--- src/core/trio_pkg.sv ---
// trio_pkg: shared constants for the two-axis encoder / pwm io block.
// assumes a single 200 MHz system clock; all other rates are enables.
package trio_pkg;
  // ==========================================================
  // clocking and timing
  localparam int unsigned CLK_HZ = 200000000;
  localparam int unsigned PWM_REF_HZ = 40000000; // pwm reference tick rate
  localparam int unsigned REF_DIV = CLK_HZ / PWM_REF_HZ; // system cycles per tick
  localparam int unsigned PWM_TOP = 1023; // ticks per pwm period
  localparam int unsigned PRESC_MAX = 63;
  // ==========================================================
  // register map (byte addresses, one word each)
  localparam logic [7:0] ADDR_VERSION = 8'h00;
  localparam logic [7:0] ADDR_POS_AZ = 8'h04;
  localparam logic [7:0] ADDR_POS_PI = 8'h08;
  localparam logic [7:0] ADDR_POS_BOTH = 8'h0c;
  localparam logic [7:0] ADDR_CLEAR = 8'h10;
  localparam logic [7:0] ADDR_DUTY_AZ = 8'h14;
  localparam logic [7:0] ADDR_DUTY_PI = 8'h18;
  localparam logic [7:0] ADDR_DIVIDER = 8'h1c;
  localparam logic [7:0] ADDR_CUTOFF = 8'h20;
  localparam logic [7:0] ADDR_THERM = 8'h24;
  localparam logic [7:0] ADDR_BRAKE = 8'h28;
  localparam logic [7:0] ADDR_ADC = 8'h2c;
  localparam logic [7:0] ADDR_IRQ_STAT = 8'h30;
  localparam logic [7:0] ADDR_IRQ_MASK = 8'h34;
  // ==========================================================
  // reset values
  localparam logic [1:0] CLEAR_RST = 2'h0;
  localparam logic [1:0] CUTOFF_RST = 2'h3;
  localparam logic [5:0] DIVIDER_RST = 6'h00;
  localparam logic [10:0] DUTY_RST = 11'h000;
  // interrupt status bits: [1:0] overheat per axis, [3:2] adc sample per axis
  localparam int unsigned IRQ_W = 4;
  localparam logic [3:0] IRQ_RST = 4'h0;
  // adc frame states
  typedef enum logic [1:0] {
    TRIO_ADC_IDLE = 2'b00,
    TRIO_ADC_SHIFT = 2'b01,
    TRIO_ADC_DONE = 2'b10
  } trio_adc_state_t;
  localparam int unsigned ADC_BITS = 12;
  localparam int unsigned ADC_SCLK_DIV = 10; // system cycles per adc bit
endpackage : trio_pkg

--- src/core/trio_io_top.sv ---
// trio_io_top: encoders, pwm drives, thermal cutoff, adc and registers.
// assumes a single-cycle register port and a serial adc with 12-bit frames.
`timescale 1ns/1ps
`default_nettype none
module trio_io_top import trio_pkg::*; #(
  parameter int unsigned POS_W = 32,
  parameter logic [31:0] VERSION_ID = 32'h00000001 // arbitrary value
) (
  input wire logic clk,
  input wire logic reset_n,
  input wire logic [7:0] regAddr,
  input wire logic [31:0] regWdata,
  input wire logic regWrite,
  input wire logic regRead,
  output logic [31:0] regRdata,
  input wire logic [1:0] encA,
  input wire logic [1:0] encB,
  input wire logic [1:0] overheat,
  output logic [1:0] pwmOut,
  output logic [1:0] dirOut,
  output logic [1:0] brakeOut,
  output logic adcCs_n,
  output logic adcSclk,
  output logic adcChan,
  input wire logic adcDout,
  output logic irq
);
  // ==========================================================
  // software registers
  logic [1:0] clear_reg;
  logic [10:0] dutyAz_reg;
  logic [10:0] dutyPi_reg;
  logic [5:0] divAz_reg;
  logic [5:0] divPi_reg;
  logic [1:0] cutoff_reg;
  logic [1:0] brake_reg;
  logic [IRQ_W-1:0] irqStat_reg;
  logic [IRQ_W-1:0] irqMask_reg;
  logic [ADC_BITS-1:0] adcAz_reg;
  logic [ADC_BITS-1:0] adcPi_reg;
  logic [POS_W-1:0] pos [2];
  logic [1:0] ovh_reg;

  // control register writes
  always_ff @(posedge clk or negedge reset_n) begin
    if (!reset_n) begin
      clear_reg <= CLEAR_RST;
      dutyAz_reg <= DUTY_RST;
      dutyPi_reg <= DUTY_RST;
      divAz_reg <= DIVIDER_RST;
      divPi_reg <= DIVIDER_RST;
      cutoff_reg <= CUTOFF_RST;
      brake_reg <= 2'h0;
      irqMask_reg <= IRQ_RST;
    end else if (regWrite) begin
      if (regAddr == ADDR_CLEAR) begin
        clear_reg <= regWdata[1:0];
      end else if (regAddr == ADDR_DUTY_AZ) begin
        dutyAz_reg <= regWdata[10:0];
      end else if (regAddr == ADDR_DUTY_PI) begin
        dutyPi_reg <= regWdata[10:0];
      end else if (regAddr == ADDR_DIVIDER) begin
        divAz_reg <= regWdata[5:0];
        divPi_reg <= regWdata[13:8];
      end else if (regAddr == ADDR_CUTOFF) begin
        cutoff_reg <= regWdata[1:0];
      end else if (regAddr == ADDR_BRAKE) begin
        brake_reg <= regWdata[1:0];
      end else if (regAddr == ADDR_IRQ_MASK) begin
        irqMask_reg <= regWdata[IRQ_W-1:0];
      end
    end
  end

  // ==========================================================
  // encoder counters, one per axis
  genvar gi;
  generate
    for (gi = 0; gi < 2; gi++) begin : g_axis
      trio_quad_counter #(.WIDTH(POS_W)) u_cnt (
        .clk(clk),
        .reset_n(reset_n),
        .encA(encA[gi]),
        .encB(encB[gi]),
        .clearHold(clear_reg[gi]),
        .position(pos[gi])
      );
    end
  endgenerate

  // ==========================================================
  // pwm reference tick: 40 MHz enable from the 200 MHz clock
  logic [3:0] refCnt_reg;
  logic refTick;
  assign refTick = (refCnt_reg == 4'(REF_DIV - 1));
  always_ff @(posedge clk or negedge reset_n) begin
    if (!reset_n) begin
      refCnt_reg <= 4'h0;
    end else begin
      refCnt_reg <= refTick ? 4'h0 : refCnt_reg + 4'h1;
    end
  end

  // overheat input registered; cutoff gating needs both bits
  always_ff @(posedge clk or negedge reset_n) begin
    if (!reset_n) begin
      ovh_reg <= 2'h0;
    end else begin
      ovh_reg <= overheat;
    end
  end
  logic [1:0] block;
  assign block = cutoff_reg & ovh_reg;

  trio_pwm_gen u_pwmAz (
    .clk(clk),
    .reset_n(reset_n),
    .refTick(refTick),
    .duty(dutyAz_reg),
    .divider(divAz_reg),
    .brakeReq(brake_reg[0]),
    .block(block[0]),
    .pwmOut(pwmOut[0]),
    .dirOut(dirOut[0]),
    .brakeOut(brakeOut[0])
  );
  trio_pwm_gen u_pwmPi (
    .clk(clk),
    .reset_n(reset_n),
    .refTick(refTick),
    .duty(dutyPi_reg),
    .divider(divPi_reg),
    .brakeReq(brake_reg[1]),
    .block(block[1]),
    .pwmOut(pwmOut[1]),
    .dirOut(dirOut[1]),
    .brakeOut(brakeOut[1])
  );

  // ==========================================================
  // adc: alternating channel frames, 12 bits msb first
  trio_adc_state_t adcState_reg;
  logic [3:0] sclkCnt_reg;
  logic [3:0] bitCnt_reg;
  logic [ADC_BITS-1:0] shift_reg;
  logic sclkEdge;
  assign sclkEdge = (sclkCnt_reg == 4'(ADC_SCLK_DIV - 1));
  always_ff @(posedge clk or negedge reset_n) begin
    if (!reset_n) begin
      sclkCnt_reg <= 4'h0;
    end else begin
      sclkCnt_reg <= sclkEdge ? 4'h0 : sclkCnt_reg + 4'h1;
    end
  end
  // sclk high in second half of each bit, sample on its falling edge
  assign adcSclk = (adcState_reg == TRIO_ADC_SHIFT) && (sclkCnt_reg >= 4'(ADC_SCLK_DIV / 2));
  assign adcCs_n = (adcState_reg != TRIO_ADC_SHIFT);
  always_ff @(posedge clk or negedge reset_n) begin
    if (!reset_n) begin
      adcState_reg <= TRIO_ADC_IDLE;
      bitCnt_reg <= 4'h0;
      shift_reg <= '0;
      adcChan <= 1'b0;
      adcAz_reg <= '0;
      adcPi_reg <= '0;
    end else if (sclkEdge) begin
      case (adcState_reg)
        TRIO_ADC_IDLE: begin
          adcState_reg <= TRIO_ADC_SHIFT;
          bitCnt_reg <= 4'h0;
        end
        TRIO_ADC_SHIFT: begin
          shift_reg <= {shift_reg[ADC_BITS-2:0], adcDout};
          bitCnt_reg <= bitCnt_reg + 4'h1;
          if (bitCnt_reg == 4'(ADC_BITS - 1)) begin
            adcState_reg <= TRIO_ADC_DONE;
          end
        end
        TRIO_ADC_DONE: begin
          if (adcChan) begin
            adcPi_reg <= shift_reg;
          end else begin
            adcAz_reg <= shift_reg;
          end
          adcChan <= !adcChan;
          adcState_reg <= TRIO_ADC_IDLE;
        end
        default: adcState_reg <= TRIO_ADC_IDLE;
      endcase
    end
  end
  logic adcDone;
  assign adcDone = sclkEdge && (adcState_reg == TRIO_ADC_DONE);

  // ==========================================================
  // interrupts: overheat rise and adc sample done; set wins over clear
  logic [1:0] ovhPrev_reg;
  logic [IRQ_W-1:0] irqEvt;
  always_ff @(posedge clk or negedge reset_n) begin
    if (!reset_n) begin
      ovhPrev_reg <= 2'h0;
    end else begin
      ovhPrev_reg <= ovh_reg;
    end
  end
  assign irqEvt = {adcDone && adcChan, adcDone && !adcChan, ovh_reg & ~ovhPrev_reg};
  always_ff @(posedge clk or negedge reset_n) begin
    if (!reset_n) begin
      irqStat_reg <= IRQ_RST;
    end else begin
      if (regWrite && regAddr == ADDR_IRQ_STAT) begin
        irqStat_reg <= (irqStat_reg & ~regWdata[IRQ_W-1:0]) | irqEvt;
      end else begin
        irqStat_reg <= irqStat_reg | irqEvt;
      end
    end
  end
  assign irq = |(irqStat_reg & irqMask_reg);

  // ==========================================================
  // read port: data one cycle after the strobe; unmapped reads zero
  always_ff @(posedge clk or negedge reset_n) begin
    if (!reset_n) begin
      regRdata <= 32'h00000000;
    end else if (regRead) begin
      if (regAddr == ADDR_VERSION) begin
        regRdata <= VERSION_ID;
      end else if (regAddr == ADDR_POS_AZ) begin
        regRdata <= 32'(pos[0]);
      end else if (regAddr == ADDR_POS_PI) begin
        regRdata <= 32'(pos[1]);
      end else if (regAddr == ADDR_POS_BOTH) begin
        regRdata <= {pos[0][15:0], pos[1][15:0]};
      end else if (regAddr == ADDR_CLEAR) begin
        regRdata <= {30'h0, clear_reg};
      end else if (regAddr == ADDR_DUTY_AZ) begin
        regRdata <= {21'h0, dutyAz_reg};
      end else if (regAddr == ADDR_DUTY_PI) begin
        regRdata <= {21'h0, dutyPi_reg};
      end else if (regAddr == ADDR_DIVIDER) begin
        regRdata <= {18'h0, divPi_reg, 2'h0, divAz_reg};
      end else if (regAddr == ADDR_CUTOFF) begin
        regRdata <= {30'h0, cutoff_reg};
      end else if (regAddr == ADDR_THERM) begin
        regRdata <= {30'h0, ovh_reg};
      end else if (regAddr == ADDR_BRAKE) begin
        regRdata <= {30'h0, brake_reg};
      end else if (regAddr == ADDR_ADC) begin
        regRdata <= {4'h0, adcPi_reg, 4'h0, adcAz_reg};
      end else if (regAddr == ADDR_IRQ_STAT) begin
        regRdata <= {28'h0, irqStat_reg};
      end else if (regAddr == ADDR_IRQ_MASK) begin
        regRdata <= {28'h0, irqMask_reg};
      end else begin
        regRdata <= 32'h00000000;
      end
    end
  end
endmodule // trio_io_top
`default_nettype wire

--- src/core/trio_pwm_gen.sv ---
// trio_pwm_gen: one pwm channel with prescaler, direction and brake.
// assumes refTick is a one-cycle enable at the pwm reference rate.
`timescale 1ns/1ps
`default_nettype none
module trio_pwm_gen import trio_pkg::*; (
  input wire logic clk,
  input wire logic reset_n,
  input wire logic refTick,
  input wire logic [10:0] duty,
  input wire logic [5:0] divider,
  input wire logic brakeReq,
  input wire logic block,
  output logic pwmOut,
  output logic dirOut,
  output logic brakeOut
);
  // ==========================================================
  // duty is sign + 10-bit magnitude; settings latched once per period
  logic [5:0] presc_reg;
  logic [9:0] tick_reg;
  logic [9:0] mag_reg;
  logic [5:0] divAct_reg;
  logic periodEnd;
  logic stepEn;
  assign stepEn = refTick && (presc_reg == divAct_reg);
  assign periodEnd = stepEn && (tick_reg == 10'(PWM_TOP - 1));
  always_ff @(posedge clk or negedge reset_n) begin
    if (!reset_n) begin
      presc_reg <= DIVIDER_RST;
    end else if (refTick) begin
      presc_reg <= stepEn ? 6'h00 : presc_reg + 6'h01;
    end
  end
  always_ff @(posedge clk or negedge reset_n) begin
    if (!reset_n) begin
      tick_reg <= 10'h000;
    end else if (stepEn) begin
      tick_reg <= periodEnd ? 10'h000 : tick_reg + 10'h001;
    end
  end
  // new settings only at period boundary, so no runt pulses
  always_ff @(posedge clk or negedge reset_n) begin
    if (!reset_n) begin
      mag_reg <= 10'h000;
      dirOut <= 1'b0;
      divAct_reg <= DIVIDER_RST;
      brakeOut <= 1'b0;
    end else if (periodEnd) begin
      mag_reg <= duty[9:0];
      dirOut <= duty[10];
      divAct_reg <= divider;
      brakeOut <= brakeReq;
    end
  end
  // zero magnitude gives no drive; overheat cutoff kills the wave
  always_ff @(posedge clk or negedge reset_n) begin
    if (!reset_n) begin
      pwmOut <= 1'b0;
    end else begin
      pwmOut <= !block && (tick_reg < mag_reg);
    end
  end
endmodule // trio_pwm_gen
`default_nettype wire

--- src/core/trio_quad_counter.sv ---
// trio_quad_counter: one quadrature position counter.
// assumes encoder pins may be asynchronous; they are synchronised here.
`timescale 1ns/1ps
`default_nettype none
module trio_quad_counter import trio_pkg::*; #(
  parameter int unsigned WIDTH = 32
) (
  input wire logic clk,
  input wire logic reset_n,
  input wire logic encA,
  input wire logic encB,
  input wire logic clearHold,
  output logic [WIDTH-1:0] position
);
  // ==========================================================
  // synchroniser: stage one read only by stage two
  logic [1:0] syncA_reg;
  logic [1:0] syncB_reg;
  logic [1:0] prev_reg;
  logic [1:0] cur;
  always_ff @(posedge clk or negedge reset_n) begin
    if (!reset_n) begin
      syncA_reg <= 2'h0;
      syncB_reg <= 2'h0;
      prev_reg <= 2'h0;
    end else begin
      syncA_reg <= {syncA_reg[0], encA};
      syncB_reg <= {syncB_reg[0], encB};
      prev_reg <= cur;
    end
  end
  assign cur = {syncA_reg[1], syncB_reg[1]};
  // ==========================================================
  // x4 decode: gray step tells direction, double steps are dropped
  logic up;
  logic down;
  always_comb begin
    up = 1'b0;
    down = 1'b0;
    case ({prev_reg, cur})
      4'b0010, 4'b1011, 4'b1101, 4'b0100: up = 1'b1;
      4'b0001, 4'b0111, 4'b1110, 4'b1000: down = 1'b1;
      default: begin
        up = 1'b0;
        down = 1'b0;
      end
    endcase
  end
  // wraps in two's complement; clear held while flag set
  always_ff @(posedge clk or negedge reset_n) begin
    if (!reset_n) begin
      position <= '0;
    end else if (clearHold) begin
      position <= '0;
    end else if (up) begin
      position <= position + WIDTH'(1);
    end else if (down) begin
      position <= position - WIDTH'(1);
    end
  end
endmodule // trio_quad_counter
`default_nettype wire

--- config.mk ---
export PLATFORM = sky130hd
export DESIGN_NAME = trio_io_top
export DESIGN_NICKNAME = d
export VERILOG_FILES = /design/src/core/trio_pkg.sv /design/src/core/trio_io_top.sv /design/src/core/trio_pwm_gen.sv /design/src/core/trio_quad_counter.sv
export SDC_FILE = /design/constraint.sdc
export NUM_CORES = 1
export LEC_CHECK = 0
export ABC_AREA = 0
export BUFFER_PORTS_ARGS = -buffer_cell sky130_fd_sc_hd__buf_2
export CORE_ASPECT_RATIO = 1.1
export CORE_MARGIN = 4
export CORE_UTILIZATION = 56
export CTS_CLUSTER_SIZE = 12
export DETAILED_ROUTE_END_ITERATION = 10
export PLACE_DENSITY = 0.82
export SYNTH_ARGS = -nofsm -noshare
export SYNTH_HDL_FRONTEND = slang
export SYNTH_SLANG_ARGS = --single-unit
export TNS_END_PERCENT = 10
--- constraint.sdc ---
create_clock -name clk -period 3.35 [get_ports clk]
set_input_delay 0.1675 -clock clk [delete_from_list [all_inputs] [get_ports clk]]
set_output_delay 0.1675 -clock clk [all_outputs]
set_load 0.1 [all_outputs]
==> results.yml <==
clock_tree:
  cts_tree: "built"
  cts_buffers: 30
  htree_levels: 1
  cts.sinks: 281
  clk_pin_slew_worst_paths_ns: 0.06
  cts_root_buf: "clkbuf_16"
  worstSkewPairLatency_ns: 0.57
  clk_path_buf_depth: 3
die:
  io_pins: 93
  start_util: 0.575
  die-area_um2: 30600
  die_x_um: 167
  core_area_um2: 27200
  rows: 63
  die_h_um: 183
layout:
  fin_area_um2: 18100
  nets: 1873
  n_fill_cell: 2052
  regArea_um2: 7030
  top_register: "g_axis.u_cnt.position"
  syn2layout_area_growth_pct: 15.8
  multi_input_area_um2: 8140
  instances_no_fill: 2112
  largest_reg_flops: 64
  top_regs: "g_axis.u_cnt.position: 64 flops, regRdata: 32 flops"
  n_antenna_cell: 0
  drive_above_1_share: 0.192
placement:
  place_area_um2: 16700
  place_inst: 2030
  place_hpwl_mm: 29.8
  gp_congestion: 0.937
  port_buffers: 74
worst_setup_path:
  r2r_start: "g_axis[1].u_cnt.syncB_reg[1]$_DFF_PN0_"
  cp.depth: 14
  required_ns: 3.79
  cp.arrival_ns: 3.65
  end_kind: "flip-flop"
  critPathKind: "flip-flop to flip-flop"
  cp.buffers_inverters: 2
  crit_path_start: "g_axis[1].u_cnt.syncB_reg[1]$_DFF_PN0_"
  cp-start-kind: "flip-flop"
  path_cells: "xor2_1 > or2_4 > buf_12 > ha_4 > nor2b_1 > o211ai_1 > a31oi_2 > o211ai_1 > a31oi_2 > o22ai_2 > o21ai_2 > buf_4 > nand3_1 > or3b_4"
  slowest_delay_ns: 0.38
  ff2ff_path_depth: 14
  cpLargestDelayFamily: "compound AO/OA/AOI/OAI gates"
  crit_fanout: 12
  r2r_end: "g_axis[1].u_cnt.position[30]$_DFFE_PN0P_"
  cp_slowest_cell: "dfrtp_1"
  crit_end: "g_axis[1].u_cnt.position[30]$_DFFE_PN0P_"
  regToRegSetupSlack_ns: 0.14
synthesis:
  synth_nets: 1749
  avgSynthCellArea_um2: 9.71
  synth.distinct_cells: 84
  synth_area_leaders: "dfrtp_1 (45%), ha_1 (7.0%), mux2_2 (6.1%), nand2_1 (5.4%), a21oi_1 (4.0%)"
  syn_inst: 1609
  synth_most_common_cell: "dfrtp_1"
  netlist.area_leader.share: 0.447
  synthesis.area_um2: 15600
  yosysTopAreaCell: "dfrtp_1"
  ys_seq_area_frac: 0.450
  yosys_warnings: 0
  async_flop_share: 1.00
  synth_seq_cells: 281
  synth_common_cells: "dfrtp_1 (279), nand2_1 (226), a21oi_1 (124)"
  synth_edf_count: 0
  synth_ff_type: "dfrtp_1"
routing:
  drt-vias-per-instance: 6.17
  drc_errors: 0
  drtAntennaViolNets: 0
  firstDrtPassIters: 5
  totalWireLength_mm: 42.0
  drt-initial-drc-count: 1111
  routedWlPerCell_um: 19.9
  vias: 13000
run:
  maxCapViolCount: 0
power:
  power.density_nw_per_um2: 753
  ir_drop_v: 0.000660
  p_leak_nw: 8.54
timing:
  final_max_slew_viol_count: 0
  fmax_mhz: 311
  tns_ns: 0
  min_period_over_period: 0.959
  layout_min_cycle_time_ns: 3.21
  skew_ns: 0.0125
  setup_viol: 0
  slew_headroom: 0.239
  worst_pin_slew_ns: 1.14
  hold_viol_final: 0
  rsz0062_at_grt: "true"
status:
  outcome: "complete, no violations"
grt:
  antenna_found_initial: 0
  grt_pass1_vias: 13100
  grt_overflow: 0
  grt_use_total: 0.268
  grt_pass1_wl_mm: 67.6
  grt_max_degree: 108
min_path:
  hp-class: "input pin to flip-flop"
==> final cells by class <==
cell class                 instances  area share
clock buffer                      46      0.0481
timing repair buffer             165      0.0659
clock inverter                     8     0.00698
inverter                          76      0.0158
tap                              357      0.0247
sequential                       281       0.389
multi-input combinational       1179       0.450
==> power breakdown <==
group          total [mW]  switching (mW)  internal (mW)
sequential           4.44           0.590           3.85
clock                3.37            1.36           2.01
combinational        5.82            3.12           2.70
total                13.6            5.07           8.56
==> routing by layer <==
layer  global-route usage  vias to the layer above  part of all wire
met4                0.112                        0             0.048
met1                0.346                     6389              0.40
met3               0.0382                      110             0.066
li1                     -                     6045                 -
met5                    0                        -                 0
met2                0.456                      480              0.48
==> cell usage in the layout (no fill, tap or decap), drive strengths merged, types with 47 or more instances in the layout <==
cell type,Yosys,routed
dfrtp,279,279
nand2,229,229
buf,25,142
a21oi,124,124
mux2,94,94
nor2,93,93
ha,87,87
inv,73,73
o21ai,66,66
clkbuf,48,47
==> metrics by stage <==
stage          worst slack, ns  utilization  hold WS [ns]  power, mW
6_report                 0.138        0.666        0.0591       13.6
5_1_grt                -0.0853        0.666        0.0655       14.5
4_1_cts                 0.0129        0.658        0.0438       13.3
3_5_place_dp            0.0402        0.613         0.277       9.91
3_3_place_gp             0.135        0.613         0.274       9.70
2_1_floorplan          -0.0442            -        -0.128       8.33
==> worst reg2reg max path, cell delays in order, from the launching register on <==
cell	delay, ns
dfrtp_1	0.38
xor2_1	0.17
or2_4	0.27
buf_12	0.16
ha_4	0.23
nor2b_1	0.14
o211ai_1	0.28
a31oi_2	0.17
o211ai_1	0.30
a31oi_2	0.15
o22ai_2	0.16
o21ai_2	0.08
buf_4	0.14
nand3_1	0.07
or3b_4	0.37
==> cells by family (layout without fill, tap and decap cells) <==
| logic type | count (synthesis) | in the layout | synth area share |
|---|---|---|---|
| DFF | 281 | 281 | 0.450 |
| muxes | 99 | 99 | 0.0731 |
| adders and majority gates | 89 | 89 | 0.0722 |
| xor gates and xnor gates | 78 | 78 | 0.0437 |
| buffers and inverters | 149 | 295 | 0.0387 |
| and+or+nand+nor | 492 | 492 | 0.145 |
| AOI/OAI and AO/OA | 421 | 421 | 0.177 |
==> worst min path at each step <==
stage                     startpoint                              end  slack (ns)  depth (start not counted)
after floorplan              reset_n         adcAz_reg[0]$_DFFE_PN0P_       -0.13                          0
after global placement       reset_n  u_pwmAz.tick_reg[9]$_DFFE_PN0P_        0.27                          1
after global routing        regWrite         clear_reg[0]$_DFFE_PN0P_        0.07                          3
final                       regWrite         brake_reg[1]$_DFFE_PN0P_        0.06                          3
after detailed placement     reset_n  u_pwmAz.tick_reg[0]$_DFFE_PN0P_        0.28                          1
after CTS                   regWrite         brake_reg[0]$_DFFE_PN0P_        0.04                          3
==> timing repair <==
item,4_1_cts,5_1_grt
gates resized for setup,0,34
setup endpoints to repair,0,27
hold buffers,22,0
hold endpoints to repair,149,0
buffers inserted,0,5
No activity file was read; power rests on OpenSTA's default activity.
